## src/serial_flash_pkg.sv

```systemverilog
package serial_flash_pkg;

  // Array organisation
  localparam int PAGE_BYTES = 256;
  localparam int SECTOR_COUNT = 8;
  localparam int SUBSECTORS_PER_SECTOR = 16;
  localparam int SUBSECTOR_COUNT = 128;
  localparam int PAGES_PER_SECTOR = 256;
  localparam int PAGES_PER_SUBSECTOR = 16;
  localparam int ADDR_W = 19;
  localparam int SECTOR_LSB = 16;
  localparam int SUBSECTOR_LSB = 12;
  localparam int PAGE_LSB = 8;
  localparam int FIFO_DEPTH = 32;
  localparam int BYTE_W = 8;

  // Command bytes
  localparam logic [7:0] WRITE_UNLOCK_CMD = 8'h06;
  localparam logic [7:0] WRITE_LOCK_CMD = 8'h04;
  localparam logic [7:0] STATUS_READ_CMD = 8'h05;
  localparam logic [7:0] STATUS_WRITE_CMD = 8'h01;
  localparam logic [7:0] PAGE_REWRITE_CMD = 8'h0A;
  localparam logic [7:0] PAGE_FILL_CMD = 8'h02;
  localparam logic [7:0] PAGE_CLEAR_CMD = 8'hDB;
  localparam logic [7:0] SUBSECTOR_CLEAR_CMD = 8'h20;
  localparam logic [7:0] SECTOR_CLEAR_CMD = 8'hD8;
  localparam logic [7:0] ARRAY_CLEAR_CMD = 8'hC7;
  localparam logic [7:0] SECTOR_LOCK_CMD = 8'hE5;

  // Values after reset, and frame limits
  localparam logic [2:0] PROTECT_RESET = 3'h0;
  localparam logic [7:0] LOCKS_RESET = 8'h00;
  localparam logic [9:0] ADDR_BYTES_END = 10'h004;
  localparam logic [8:0] PAGE_COUNT_MAX = 9'h100;

  typedef enum logic [2:0] {
    OP_PAGE_CLEAR = 3'b000,
    OP_SUBSECTOR_CLEAR = 3'b001,
    OP_SECTOR_CLEAR = 3'b010,
    OP_ARRAY_CLEAR = 3'b011,
    OP_PAGE_FILL = 3'b100
  } opKind_t;

  typedef struct packed {
    opKind_t kind;
    logic [18:0] addr;
    logic [8:0] count;
  } arrayOp_t;

  typedef struct packed {
    logic selectN;
    logic sclk;
    logic serialIn;
    logic writeProtectN;
    logic resetN;
  } pins_t;

  typedef enum logic [1:0] {
    ST_IDLE = 2'b00,
    ST_ERASE = 2'b01,
    ST_FILL = 2'b10
  } engine_t;

endpackage

```

## src/page_buffer_ram.sv

```systemverilog
`timescale 1ns/1ps
module page_buffer_ram #(
  parameter int WIDTH = 8,
  parameter int DEPTH = 256,
  parameter int AW = 8
) (
  input wire logic sys_clk,
  input wire logic nrst,
  input wire logic we,
  input wire logic [AW-1:0] wAddr,
  input wire logic [WIDTH-1:0] wData,
  input wire logic [AW-1:0] rAddr,
  output logic [WIDTH-1:0] rData
);

  logic [WIDTH-1:0] mem [DEPTH];

  // Storage has no reset; contents are don't-care until written
  always_ff @(posedge sys_clk)
  begin
    if (we)
      mem[wAddr] <= wData;
  end

  // Registered read, one cycle of latency
  always_ff @(posedge sys_clk or negedge nrst)
  begin
    if (!nrst)
      rData <= '0;
    else
      rData <= mem[rAddr];
  end

endmodule // page_buffer_ram

```

## src/stream_fifo.sv

```systemverilog
`timescale 1ns/1ps
module stream_fifo #(
  parameter int WIDTH = 8,
  parameter int DEPTH = 32,
  parameter int AW = 5
) (
  input wire logic sys_clk,
  input wire logic nrst,
  input wire logic flush,
  input wire logic [WIDTH-1:0] inData,
  input wire logic inValid,
  output logic inReady,
  output logic [WIDTH-1:0] outData,
  output logic outValid,
  input wire logic outReady
);

  logic [WIDTH-1:0] mem [DEPTH];
  logic [AW-1:0] wrPtr;
  logic [AW-1:0] rdPtr;
  logic [AW:0] count;
  wire push = inValid & inReady;
  wire pop = outValid & outReady;
  wire load = (count != '0) & (!outValid | pop);

  // Full only when every slot holds a word
  assign inReady = (count != (AW+1)'(DEPTH));

  always_ff @(posedge sys_clk)
  begin
    if (push)
      mem[wrPtr] <= inData;
  end

  // Output word sits in a register in front of the store
  always_ff @(posedge sys_clk or negedge nrst)
  begin
    if (!nrst)
    begin
      wrPtr <= '0;
      rdPtr <= '0;
      count <= '0;
      outValid <= 1'b0;
      outData <= '0;
    end
    else if (flush)
    begin
      wrPtr <= '0;
      rdPtr <= '0;
      count <= '0;
      outValid <= 1'b0;
    end
    else
    begin
      if (push)
        wrPtr <= wrPtr + 1'b1;
      if (load)
      begin
        outData <= mem[rdPtr];
        rdPtr <= rdPtr + 1'b1;
      end
      if (load)
        outValid <= 1'b1;
      else if (pop)
        outValid <= 1'b0;
      count <= count + (AW+1)'(push) - (AW+1)'(load);
    end
  end

endmodule // stream_fifo

```

## src/serial_flash_pin_interface.sv

```systemverilog
`timescale 1ns/1ps
module serial_flash_pin_interface #(
  parameter int FIFO_WORDS = serial_flash_pkg::FIFO_DEPTH
) (
  input wire logic sys_clk,
  input wire logic nrst,
  input wire logic selectN,
  input wire logic sclk,
  input wire logic serialIn,
  input wire logic writeProtectN,
  input wire logic resetPinN,
  output logic serialOut,
  output logic serialOutEn,
  output logic powerActive,
  output logic opValid,
  output serial_flash_pkg::arrayOp_t op,
  input wire logic opDone,
  output logic opAbort,
  output logic [7:0] dataOut,
  output logic dataOutValid,
  input wire logic dataOutReady
);

  serial_flash_pkg::pins_t pinRaw;
  serial_flash_pkg::pins_t pinMeta;
  serial_flash_pkg::pins_t pinS;
  logic prevSclk;
  logic prevSel;
  logic armed;
  logic [2:0] bitPhase;
  logic [9:0] byteIndex;
  logic [6:0] rxShift;
  logic [7:0] cmd;
  logic [18:0] addr;
  logic [8:0] dataCount;
  logic [7:0] argByte;
  logic [7:0] txShift;
  logic write_enable_latch;
  logic [2:0] protect;
  logic [7:0] locks;
  serial_flash_pkg::engine_t state;
  logic [8:0] sent;
  logic rdPend;
  logic [7:0] memRData;
  logic fifoInReady;
  logic cmdWasRewrite;

  // Sector guard: top-down region from protect bits, or a sector lock
  function automatic logic sectorGuarded(input logic [2:0] bp, input logic [7:0] lk,
                                         input logic [2:0] sec);
    logic [3:0] top;
    top = 4'h0;
    if (bp >= 3'h4)
      top = 4'h8;
    else if (bp != 3'h0)
      top = 4'h1 << (bp - 3'h1);
    return lk[sec] | ({1'b0, sec} >= (4'h8 - top));
  endfunction

  function automatic logic isFillCmd(input logic [7:0] c);
    return (c == serial_flash_pkg::PAGE_REWRITE_CMD) | (c == serial_flash_pkg::PAGE_FILL_CMD);
  endfunction

  // All pins come from the master's domain
  assign pinRaw = '{selectN: selectN, sclk: sclk, serialIn: serialIn,
                    writeProtectN: writeProtectN, resetN: resetPinN};

  // Two-stage synchroniser; reset to zero so a select held low at start makes no edge
  always_ff @(posedge sys_clk or negedge nrst)
  begin
    if (!nrst)
    begin
      pinMeta <= '0;
      pinS <= '0;
      prevSclk <= 1'b0;
      prevSel <= 1'b0;
    end
    else
    begin
      pinMeta <= pinRaw;
      pinS <= pinMeta;
      prevSclk <= pinS.sclk; // Edge history of the synchronised clock and select
      prevSel <= pinS.selectN;
    end
  end

  // Edge decode; only the clock edges matter, so idle level low or high both work
  wire sclkRise = pinS.sclk & ~prevSclk;
  wire sclkFall = ~pinS.sclk & prevSclk;
  wire selFall = ~pinS.selectN & prevSel;
  wire selRise = pinS.selectN & ~prevSel;
  wire pinReset = ~pinS.resetN;
  wire selected = ~pinS.selectN & armed & ~pinReset;
  wire busy = (state != serial_flash_pkg::ST_IDLE);
  wire bitIn = sclkRise & selected;
  wire byteDone = bitIn & (bitPhase == 3'h7);
  wire [7:0] newByte = {rxShift, pinS.serialIn};
  wire [7:0] curCmd = (byteIndex == 10'h000) ? newByte : cmd;
  wire statusMode = (cmd == serial_flash_pkg::STATUS_READ_CMD) & (byteIndex != 10'h000);
  wire [7:0] statusByte = {3'h0, protect, write_enable_latch, busy};
  wire [2:0] sector = addr[serial_flash_pkg::SECTOR_LSB +: 3];

  // Page buffer write: low address byte picks the slot, wrapping in the page
  wire dataByte = byteDone & (byteIndex >= serial_flash_pkg::ADDR_BYTES_END);
  wire memWe = dataByte & isFillCmd(cmd) & ~busy;
  wire [7:0] memWAddr = addr[7:0] + dataCount[7:0];

  // Acceptance checks made when select rises
  wire wholeBytes = (bitPhase == 3'h0);
  wire endCmd = selRise & armed & ~pinReset & wholeBytes & (byteIndex != 10'h000) & ~busy;
  wire isWren = (cmd == serial_flash_pkg::WRITE_UNLOCK_CMD) & (byteIndex == 10'h001);
  wire isWrdi = (cmd == serial_flash_pkg::WRITE_LOCK_CMD) & (byteIndex == 10'h001);
  wire isWrsr = (cmd == serial_flash_pkg::STATUS_WRITE_CMD) & (byteIndex == 10'h002);
  wire isLock = (cmd == serial_flash_pkg::SECTOR_LOCK_CMD) & (byteIndex == 10'h005);
  wire isArrayClr = (cmd == serial_flash_pkg::ARRAY_CLEAR_CMD) & (byteIndex == 10'h001);
  wire isAreaClr = ((cmd == serial_flash_pkg::PAGE_CLEAR_CMD)
                   | (cmd == serial_flash_pkg::SUBSECTOR_CLEAR_CMD)
                   | (cmd == serial_flash_pkg::SECTOR_CLEAR_CMD))
                   & (byteIndex == serial_flash_pkg::ADDR_BYTES_END);
  wire isFill = isFillCmd(cmd) & (byteIndex > serial_flash_pkg::ADDR_BYTES_END);
  wire anyGuard = (protect != 3'h0) | (locks != 8'h00);
  wire guardHit = isArrayClr ? anyGuard : sectorGuarded(protect, locks, sector);
  wire startOp = endCmd & write_enable_latch & (isArrayClr | isAreaClr | isFill) & ~guardHit;
  wire regWrite = endCmd & write_enable_latch & (isWrsr | isLock);
  wire fillDone = (sent == op.count) & ~rdPend;
  wire opFinish = busy & opDone & ((state == serial_flash_pkg::ST_ERASE) | fillDone);
  wire lastStep = opFinish & ~((state == serial_flash_pkg::ST_ERASE) & cmdWasRewrite);

  // Commands count only after a select fall seen since reset
  always_ff @(posedge sys_clk or negedge nrst)
  begin
    if (!nrst)
      armed <= 1'b0;
    else if (pinReset)
      armed <= 1'b0;
    else if (selFall)
      armed <= 1'b1;
  end

  // Bit and byte position within the select window
  always_ff @(posedge sys_clk or negedge nrst)
  begin
    if (!nrst)
    begin
      bitPhase <= 3'h0;
      byteIndex <= 10'h000;
      rxShift <= 7'h00;
    end
    else if (selFall | pinReset)
    begin
      bitPhase <= 3'h0;
      byteIndex <= 10'h000;
    end
    else if (bitIn)
    begin
      rxShift <= newByte[6:0];
      bitPhase <= bitPhase + 3'h1;
      if (byteDone & (byteIndex != 10'h3FF))
        byteIndex <= byteIndex + 10'h001; // Saturates on absurdly long frames
    end
  end

  // Command, address and argument capture
  always_ff @(posedge sys_clk or negedge nrst)
  begin
    if (!nrst)
    begin
      cmd <= 8'h00;
      addr <= '0;
      argByte <= 8'h00;
      dataCount <= 9'h000;
    end
    else if (selFall | pinReset)
    begin
      cmd <= 8'h00;
      dataCount <= 9'h000;
    end
    else if (byteDone)
    begin
      if (byteIndex == 10'h000)
        cmd <= newByte;
      else if (byteIndex < serial_flash_pkg::ADDR_BYTES_END)
        addr <= {addr[10:0], newByte}; // Upper address bits beyond the array drop off
      if (byteIndex == 10'h001)
        argByte <= newByte;
      else if (dataByte & ~isFillCmd(cmd))
        argByte <= newByte;
      if (memWe & (dataCount != serial_flash_pkg::PAGE_COUNT_MAX))
        dataCount <= dataCount + 9'h001;
    end
  end

  // Write enable latch, protect bits and sector locks
  always_ff @(posedge sys_clk or negedge nrst)
  begin
    if (!nrst)
    begin
      write_enable_latch <= 1'b0;
      protect <= serial_flash_pkg::PROTECT_RESET;
      locks <= serial_flash_pkg::LOCKS_RESET;
    end
    else if (pinReset)
    begin
      write_enable_latch <= 1'b0;
      locks <= serial_flash_pkg::LOCKS_RESET;
    end
    else
    begin
      if (endCmd & isWren)
        write_enable_latch <= 1'b1;
      else if ((endCmd & isWrdi) | regWrite | lastStep)
        write_enable_latch <= 1'b0;
      if (regWrite & isWrsr & pinS.writeProtectN)
        protect <= argByte[4:2];
      if (regWrite & isLock)
        locks[sector] <= argByte[0];
    end
  end

  // Internal cycle engine; a rewrite runs a page clear first
  always_ff @(posedge sys_clk or negedge nrst)
  begin
    if (!nrst)
    begin
      state <= serial_flash_pkg::ST_IDLE;
      op <= '0;
      opValid <= 1'b0;
      cmdWasRewrite <= 1'b0;
    end
    else if (pinReset)
    begin
      state <= serial_flash_pkg::ST_IDLE;
      opValid <= 1'b0;
    end
    else if (startOp)
    begin
      opValid <= 1'b1;
      op.addr <= addr;
      op.count <= dataCount;
      cmdWasRewrite <= (cmd == serial_flash_pkg::PAGE_REWRITE_CMD);
      state <= serial_flash_pkg::ST_ERASE;
      if (cmd == serial_flash_pkg::PAGE_FILL_CMD)
      begin
        op.kind <= serial_flash_pkg::OP_PAGE_FILL;
        state <= serial_flash_pkg::ST_FILL;
      end
      else if ((cmd == serial_flash_pkg::PAGE_CLEAR_CMD)
               | (cmd == serial_flash_pkg::PAGE_REWRITE_CMD))
        op.kind <= serial_flash_pkg::OP_PAGE_CLEAR;
      else if (cmd == serial_flash_pkg::SUBSECTOR_CLEAR_CMD)
        op.kind <= serial_flash_pkg::OP_SUBSECTOR_CLEAR;
      else if (cmd == serial_flash_pkg::SECTOR_CLEAR_CMD)
        op.kind <= serial_flash_pkg::OP_SECTOR_CLEAR;
      else
        op.kind <= serial_flash_pkg::OP_ARRAY_CLEAR;
    end
    else if (opFinish)
    begin
      if ((state == serial_flash_pkg::ST_ERASE) & cmdWasRewrite)
      begin
        op.kind <= serial_flash_pkg::OP_PAGE_FILL;
        state <= serial_flash_pkg::ST_FILL;
        cmdWasRewrite <= 1'b0;
      end
      else
      begin
        state <= serial_flash_pkg::ST_IDLE;
        opValid <= 1'b0;
      end
    end
  end

  // Abort pulse when the reset pin cuts an internal cycle short
  always_ff @(posedge sys_clk or negedge nrst)
  begin
    if (!nrst)
      opAbort <= 1'b0;
    else
      opAbort <= pinReset & busy;
  end

  // Buffer to FIFO streaming; one read in flight keeps the RAM data stable
  wire issueRead = (state == serial_flash_pkg::ST_FILL) & ~rdPend & (sent != op.count);
  wire pushWord = rdPend & fifoInReady;
  wire [7:0] memRAddr = op.addr[7:0] + sent[7:0];
  always_ff @(posedge sys_clk or negedge nrst)
  begin
    if (!nrst)
    begin
      sent <= 9'h000;
      rdPend <= 1'b0;
    end
    else if (pinReset | ~busy)
    begin
      sent <= 9'h000;
      rdPend <= 1'b0;
    end
    else if (issueRead)
      rdPend <= 1'b1;
    else if (pushWord)
    begin
      rdPend <= 1'b0;
      sent <= sent + 9'h001;
    end
  end

  // Status shift-out; reloaded at each byte edge so busy stays current
  always_ff @(posedge sys_clk or negedge nrst)
  begin
    if (!nrst)
    begin
      txShift <= 8'h00;
      serialOut <= 1'b0;
      serialOutEn <= 1'b0;
    end
    else
    begin
      if (byteDone & (curCmd == serial_flash_pkg::STATUS_READ_CMD))
        txShift <= statusByte;
      else if (sclkFall & selected & statusMode)
      begin
        serialOut <= txShift[7];
        txShift <= {txShift[6:0], txShift[7]};
      end
      serialOutEn <= selected & statusMode;
    end
  end

  // Active while selected or while an internal cycle runs
  always_ff @(posedge sys_clk or negedge nrst)
  begin
    if (!nrst)
      powerActive <= 1'b0;
    else
      powerActive <= ~pinS.selectN | busy;
  end

  page_buffer_ram #(.WIDTH(serial_flash_pkg::BYTE_W), .DEPTH(serial_flash_pkg::PAGE_BYTES),
    .AW(8)) u_page (.sys_clk(sys_clk), .nrst(nrst), .we(memWe), .wAddr(memWAddr),
    .wData(newByte), .rAddr(memRAddr), .rData(memRData));

  stream_fifo #(.WIDTH(serial_flash_pkg::BYTE_W), .DEPTH(FIFO_WORDS),
    .AW($clog2(FIFO_WORDS))) u_fifo (.sys_clk(sys_clk), .nrst(nrst), .flush(pinReset),
    .inData(memRData), .inValid(rdPend), .inReady(fifoInReady), .outData(dataOut),
    .outValid(dataOutValid), .outReady(dataOutReady));

endmodule // serial_flash_pin_interface

```

## config.mk

```make
export PLATFORM = sky130hd
export DESIGN_NAME = serial_flash_pin_interface
export DESIGN_NICKNAME = d
export VERILOG_FILES = /design/src/serial_flash_pkg.sv /design/src/page_buffer_ram.sv /design/src/stream_fifo.sv /design/src/serial_flash_pin_interface.sv
export SDC_FILE = /design/constraint.sdc
export NUM_CORES = 2
export LEC_CHECK = 0
export ABC_AREA = 1
export BUFFER_PORTS_ARGS = -buffer_cell sky130_fd_sc_hd__buf_4
export CAP_MARGIN = 20
export CORE_AREA = 4 4 754 607
export DETAILED_ROUTE_END_ITERATION = 16
export DIE_AREA = 0 0 758 611
export GPL_ROUTABILITY_DRIVEN = 1
export GPL_TIMING_DRIVEN = 0
export PLACE_DENSITY = 0.47
export SLEW_MARGIN = 20
export SYNTH_ARGS = -nofsm -noshare
export SYNTH_HDL_FRONTEND = slang
export SYNTH_HIERARCHICAL = 1
export SYNTH_SLANG_ARGS = --single-unit
```

## constraint.sdc

```tcl
create_clock -name sys_clk -period 12.6 [get_ports sys_clk]
set_clock_uncertainty 0.1 [all_clocks]
set_input_delay 0.63 -clock sys_clk [delete_from_list [all_inputs] [get_ports sys_clk]]
set_output_delay 0.63 -clock sys_clk [all_outputs]
set_load 0.1 [all_outputs]
```

==> results.md <==
- Outcome: complete, no violations
- Worst-case register-to-register setup slack: 7230 ps
- Number of antenna violations at the first check in global routing: 24
- Path type of the worst min-delay path: in -> async
- R2R depth: 12
- Peak supply drop: 0.08504 mV
- Total number of vias: 75083
- Combined area of the multi-input logic cells: 25890 um2
- Final weighted congestion in routability-driven placement: 0.9342
- Post-synth EDFFs: 2304
- Slew Limit Headroom: 15.50%
- Ratio of total power to cell area: 141.1 nW/um2
- Port Buffers: 53
- Crit-path max FO: 10
- CP Launch Type: flop
- Leading cell types in the layout, fill and taps excluded: nand2_1, edfxtp_1, nand3_1
- Setup violators final: 0
- Clock transition time at the flip-flop clock pins of the worst setup and hold paths: 60 ps
- Worst-Margin Slew: 1268 ps
- Final hold violations: 0
- Area added between synthesis and finish: 17.81%
- Max-cap violation count: 0
- Overflow left after global routing: 0
- Width of the die: 758 um
- Sequential cell area in the final layout: 73610 um2
- Max clock buf depth: 4
- Post-layout min period: 5370 ps
- Capturing point of the worst reg2reg path: u_page/mem[166][5]
- Post-cts gate resize count: 0
- Total iterations of the first detailed-routing run: 6
- Most common library cell in the layout ignoring fill and taps: nand2_1
- Post-synthesis cell area: 103200 um2
- Total number of yosys warnings: 6
- Die Outline Area: 463100 um2
- Number of filler cells placed in the layout: 47172
- Initial Util: 22.90%
- Leakage: 0.04304 uW
- Sum of net half-perimeters after detailed placement: 282.8 mm
- Crit Reg-Reg Startpoint: addr[2]
- Number of cell rows: 221
- Max Clock Freq: 0.1862 GHz
- Global router's overall resource usage: 16.88%
- Share of synthesized flip-flops with an asynchronous set or reset: 7.059%
- Remaining number of nets flagged by the antenna check after routing: 0
- RSZ-0062 raised after global routing: false
- Gate Count Post-Synth: 9099
- Area of all placed cells without fillers: 121600 um2
- Number of clock sinks: 2479
- Wire length of the first global-routing pass: 555.5 mm
- I/O pin cnt: 54
- Placed cell area: 112800 um2
- Nets: 9555
- Data arrival time of the worst path: 5720 ps
- Deepest level of the CTS H-tree: 5
- Avg WL per Cell: 25.69 um
- CP Data Required Time: 12950 ps
- Critical path class: reg -> reg
- FF+latch count, synth: 2479
- Layout cells sized above 1: 10.61%
- Number of buffers inserted during clock tree synthesis: 272
- Hold slack final: 135.8 ps
- Clk_lat worst skew: 860 ps
- Initial DRC count: 10882
- Std-Cell Core Area: 450700 um2
- Post-synth net total: 9153
- TritonCTS clock tree: yes
- Number of different library cells in the post-synthesis netlist: 50
- Avg Cell Area, Syn: 11.34 um2
- Number of buffers added for setup after CTS: 0
- Flip-flop cell with the highest count after synthesis: edfxtp_1
- Average via count per standard cell: 4.770
- Cell chosen for the clock root: clkbuf_16
- Pin count of the biggest net entering global routing: 93
- Number of design rule violations left after detail routing: 0
- Die Y: 611 um
- Share of the clock period used by the worst path: 42.62%
- Post-CTS Hold Buffers: 6
- Final slew viol count: 0
- Number of global-route vias before repair: 68023
- Kind of end point of the critical path: flop
- Seq/Total Area, Yosys: 71.28%
- Setup TNS Final: 0 ps
- Post-detailed-routing wire length: 404.4 mm
==> per-stage QoR <==
stage	total power (uW)	std cells	setup WS [ps]	util (%)
after floorplan	9232	9099	8251	-
after global placement	9372	15173	1722	24.66
after detailed placement	9346	15237	7448	25.03
after CTS	17290	15722	7468	26.95
after global routing	17640	15728	7211	26.97
final	17160	15740	7230	26.98
==> routing by layer <==
| metal | part of all wire, % | track usage [%] |
|---|---|---|
| met5 | 0.0030 | 0.06242 |
| met4 | 2.7 | 4.243 |
| met3 | 12 | 4.518 |
| met2 | 39 | 22.81 |
| met1 | 46 | 26.13 |
==> Yosys cell counts, types with 2 or more instances <==
cell type / instances / area [um2]
o211ai_1: 3 / 22.52
inv_2: 12 / 45.04
buf_6: 12 / 135.1
clkinv_1: 2 / 7.510
dfrtp_1: 175 / 4379
nor4_1: 5 / 31.28
o21ai_2: 10 / 87.58
fa_1: 3 / 60.06
nand4_1: 48 / 300.3
o21ai_0: 58 / 290.3
nand2_1: 2718 / 10200
or2_2: 2 / 12.51
buf_2: 338 / 1692
buf_4: 37 / 277.8
nand3_2: 2 / 20.02
o21ai_1: 43 / 215.2
clkbuf_1: 123 / 461.7
xnor2_1: 10 / 87.58
nor3b_1: 2 / 15.01
o22ai_1: 3 / 18.77
nand2_4: 3 / 33.78
nor2_2: 10 / 62.56
nor2_1: 426 / 1599
ha_1: 42 / 525.5
nand3_4: 2 / 35.03
nor2_8: 4 / 80.08
o31ai_1: 3 / 22.52
inv_4: 2 / 12.51
a21oi_1: 54 / 270.3
a211oi_1: 2 / 15.01
a31oi_1: 2 / 12.51
nor2_4: 5 / 56.30
xor2_1: 18 / 157.7
nand3_1: 2243 / 11230
buf_1: 48 / 180.2
nand2_2: 8 / 50.05
nor3_1: 32 / 160.2
inv_1: 274 / 1028
edfxtp_1: 2304 / 69190
==> worst max path at each step <==
stage / start / to / slack (ps) / cells past startpoint
final: addr[2] / u_page/mem[166][5] / 7230 / 12
after global routing: addr[2] / u_page/mem[166][5] / 7210 / 12
after CTS: op[11] / u_page/rData[5] / 7470 / 13
after detailed placement: op[11] / u_page/rData[5] / 7450 / 13
after global placement: rxShift[3] / txShift[6] / 1720 / 8
after floorplan: rxShift[3] / txShift[5] / 8250 / 8
==> logic make-up (layout without fill, tap and decap cells) <==
group                    Yosys count  after routing  share of synthesized area, %
flip-flops                      2479           2479                         71.28
buffers and inverters            848           1455                         3.721
AND/OR/NAND/NOR                 5518           5518                         23.24
other                              0             13                             0
AO/OA/AOI/OAI                    181            181                        0.9505
XOR/XNOR                          28             28                        0.2376
adder cells (fa/ha/maj)           45             45                        0.5674
==> critical path: stages, from the launching register on <==
cell      delay, ps
dfrtp_1         460
ha_1            390
a21oi_1         140
nand2_1         110
a21oi_1         140
nor2_1           50
nor2_1          110
xor2_1          640
inv_1            80
nor2_1          700
nand3_1         690
clkbuf_1        410
nor2_1          940
==> state kept, by name, indices dropped and copies added, names as in the netlist, 4 cells and up <==
register,flops
u_fifo/count,6
addr,19
u_fifo/rdPtr,5
cmd,8
pinS,4
u_fifo/outData,8
argByte,4
u_fifo/mem,256
op,31
u_page/rData,8
txShift,8
sent,9
byteIndex,10
locks,8
pinMeta,5
u_fifo/wrPtr,5
rxShift,7
u_page/mem,2048
dataCount,9
==> power by group <==
group,internal (uW),switching (uW),total (uW)
clock,4570,3420,7990
sequential,8960,24.2,8980
combinational,42.2,152,194
total,13600,3600,17200
==> layout make-up <==
class | count | area share (%)
Clock inverter | 143 | 1.076
Antenna cell | 13 | 0.02675
Timing Repair Buffer | 128 | 1.665
Tap cell | 6021 | 6.196
Buffer | 558 | 2.293
Multi-Input combinational cell | 5772 | 21.29
Sequential cell | 2479 | 60.54
Clock buffer | 336 | 6.019
Inverter | 290 | 0.8994
Note: power is estimated with default switching activity, not from simulation.
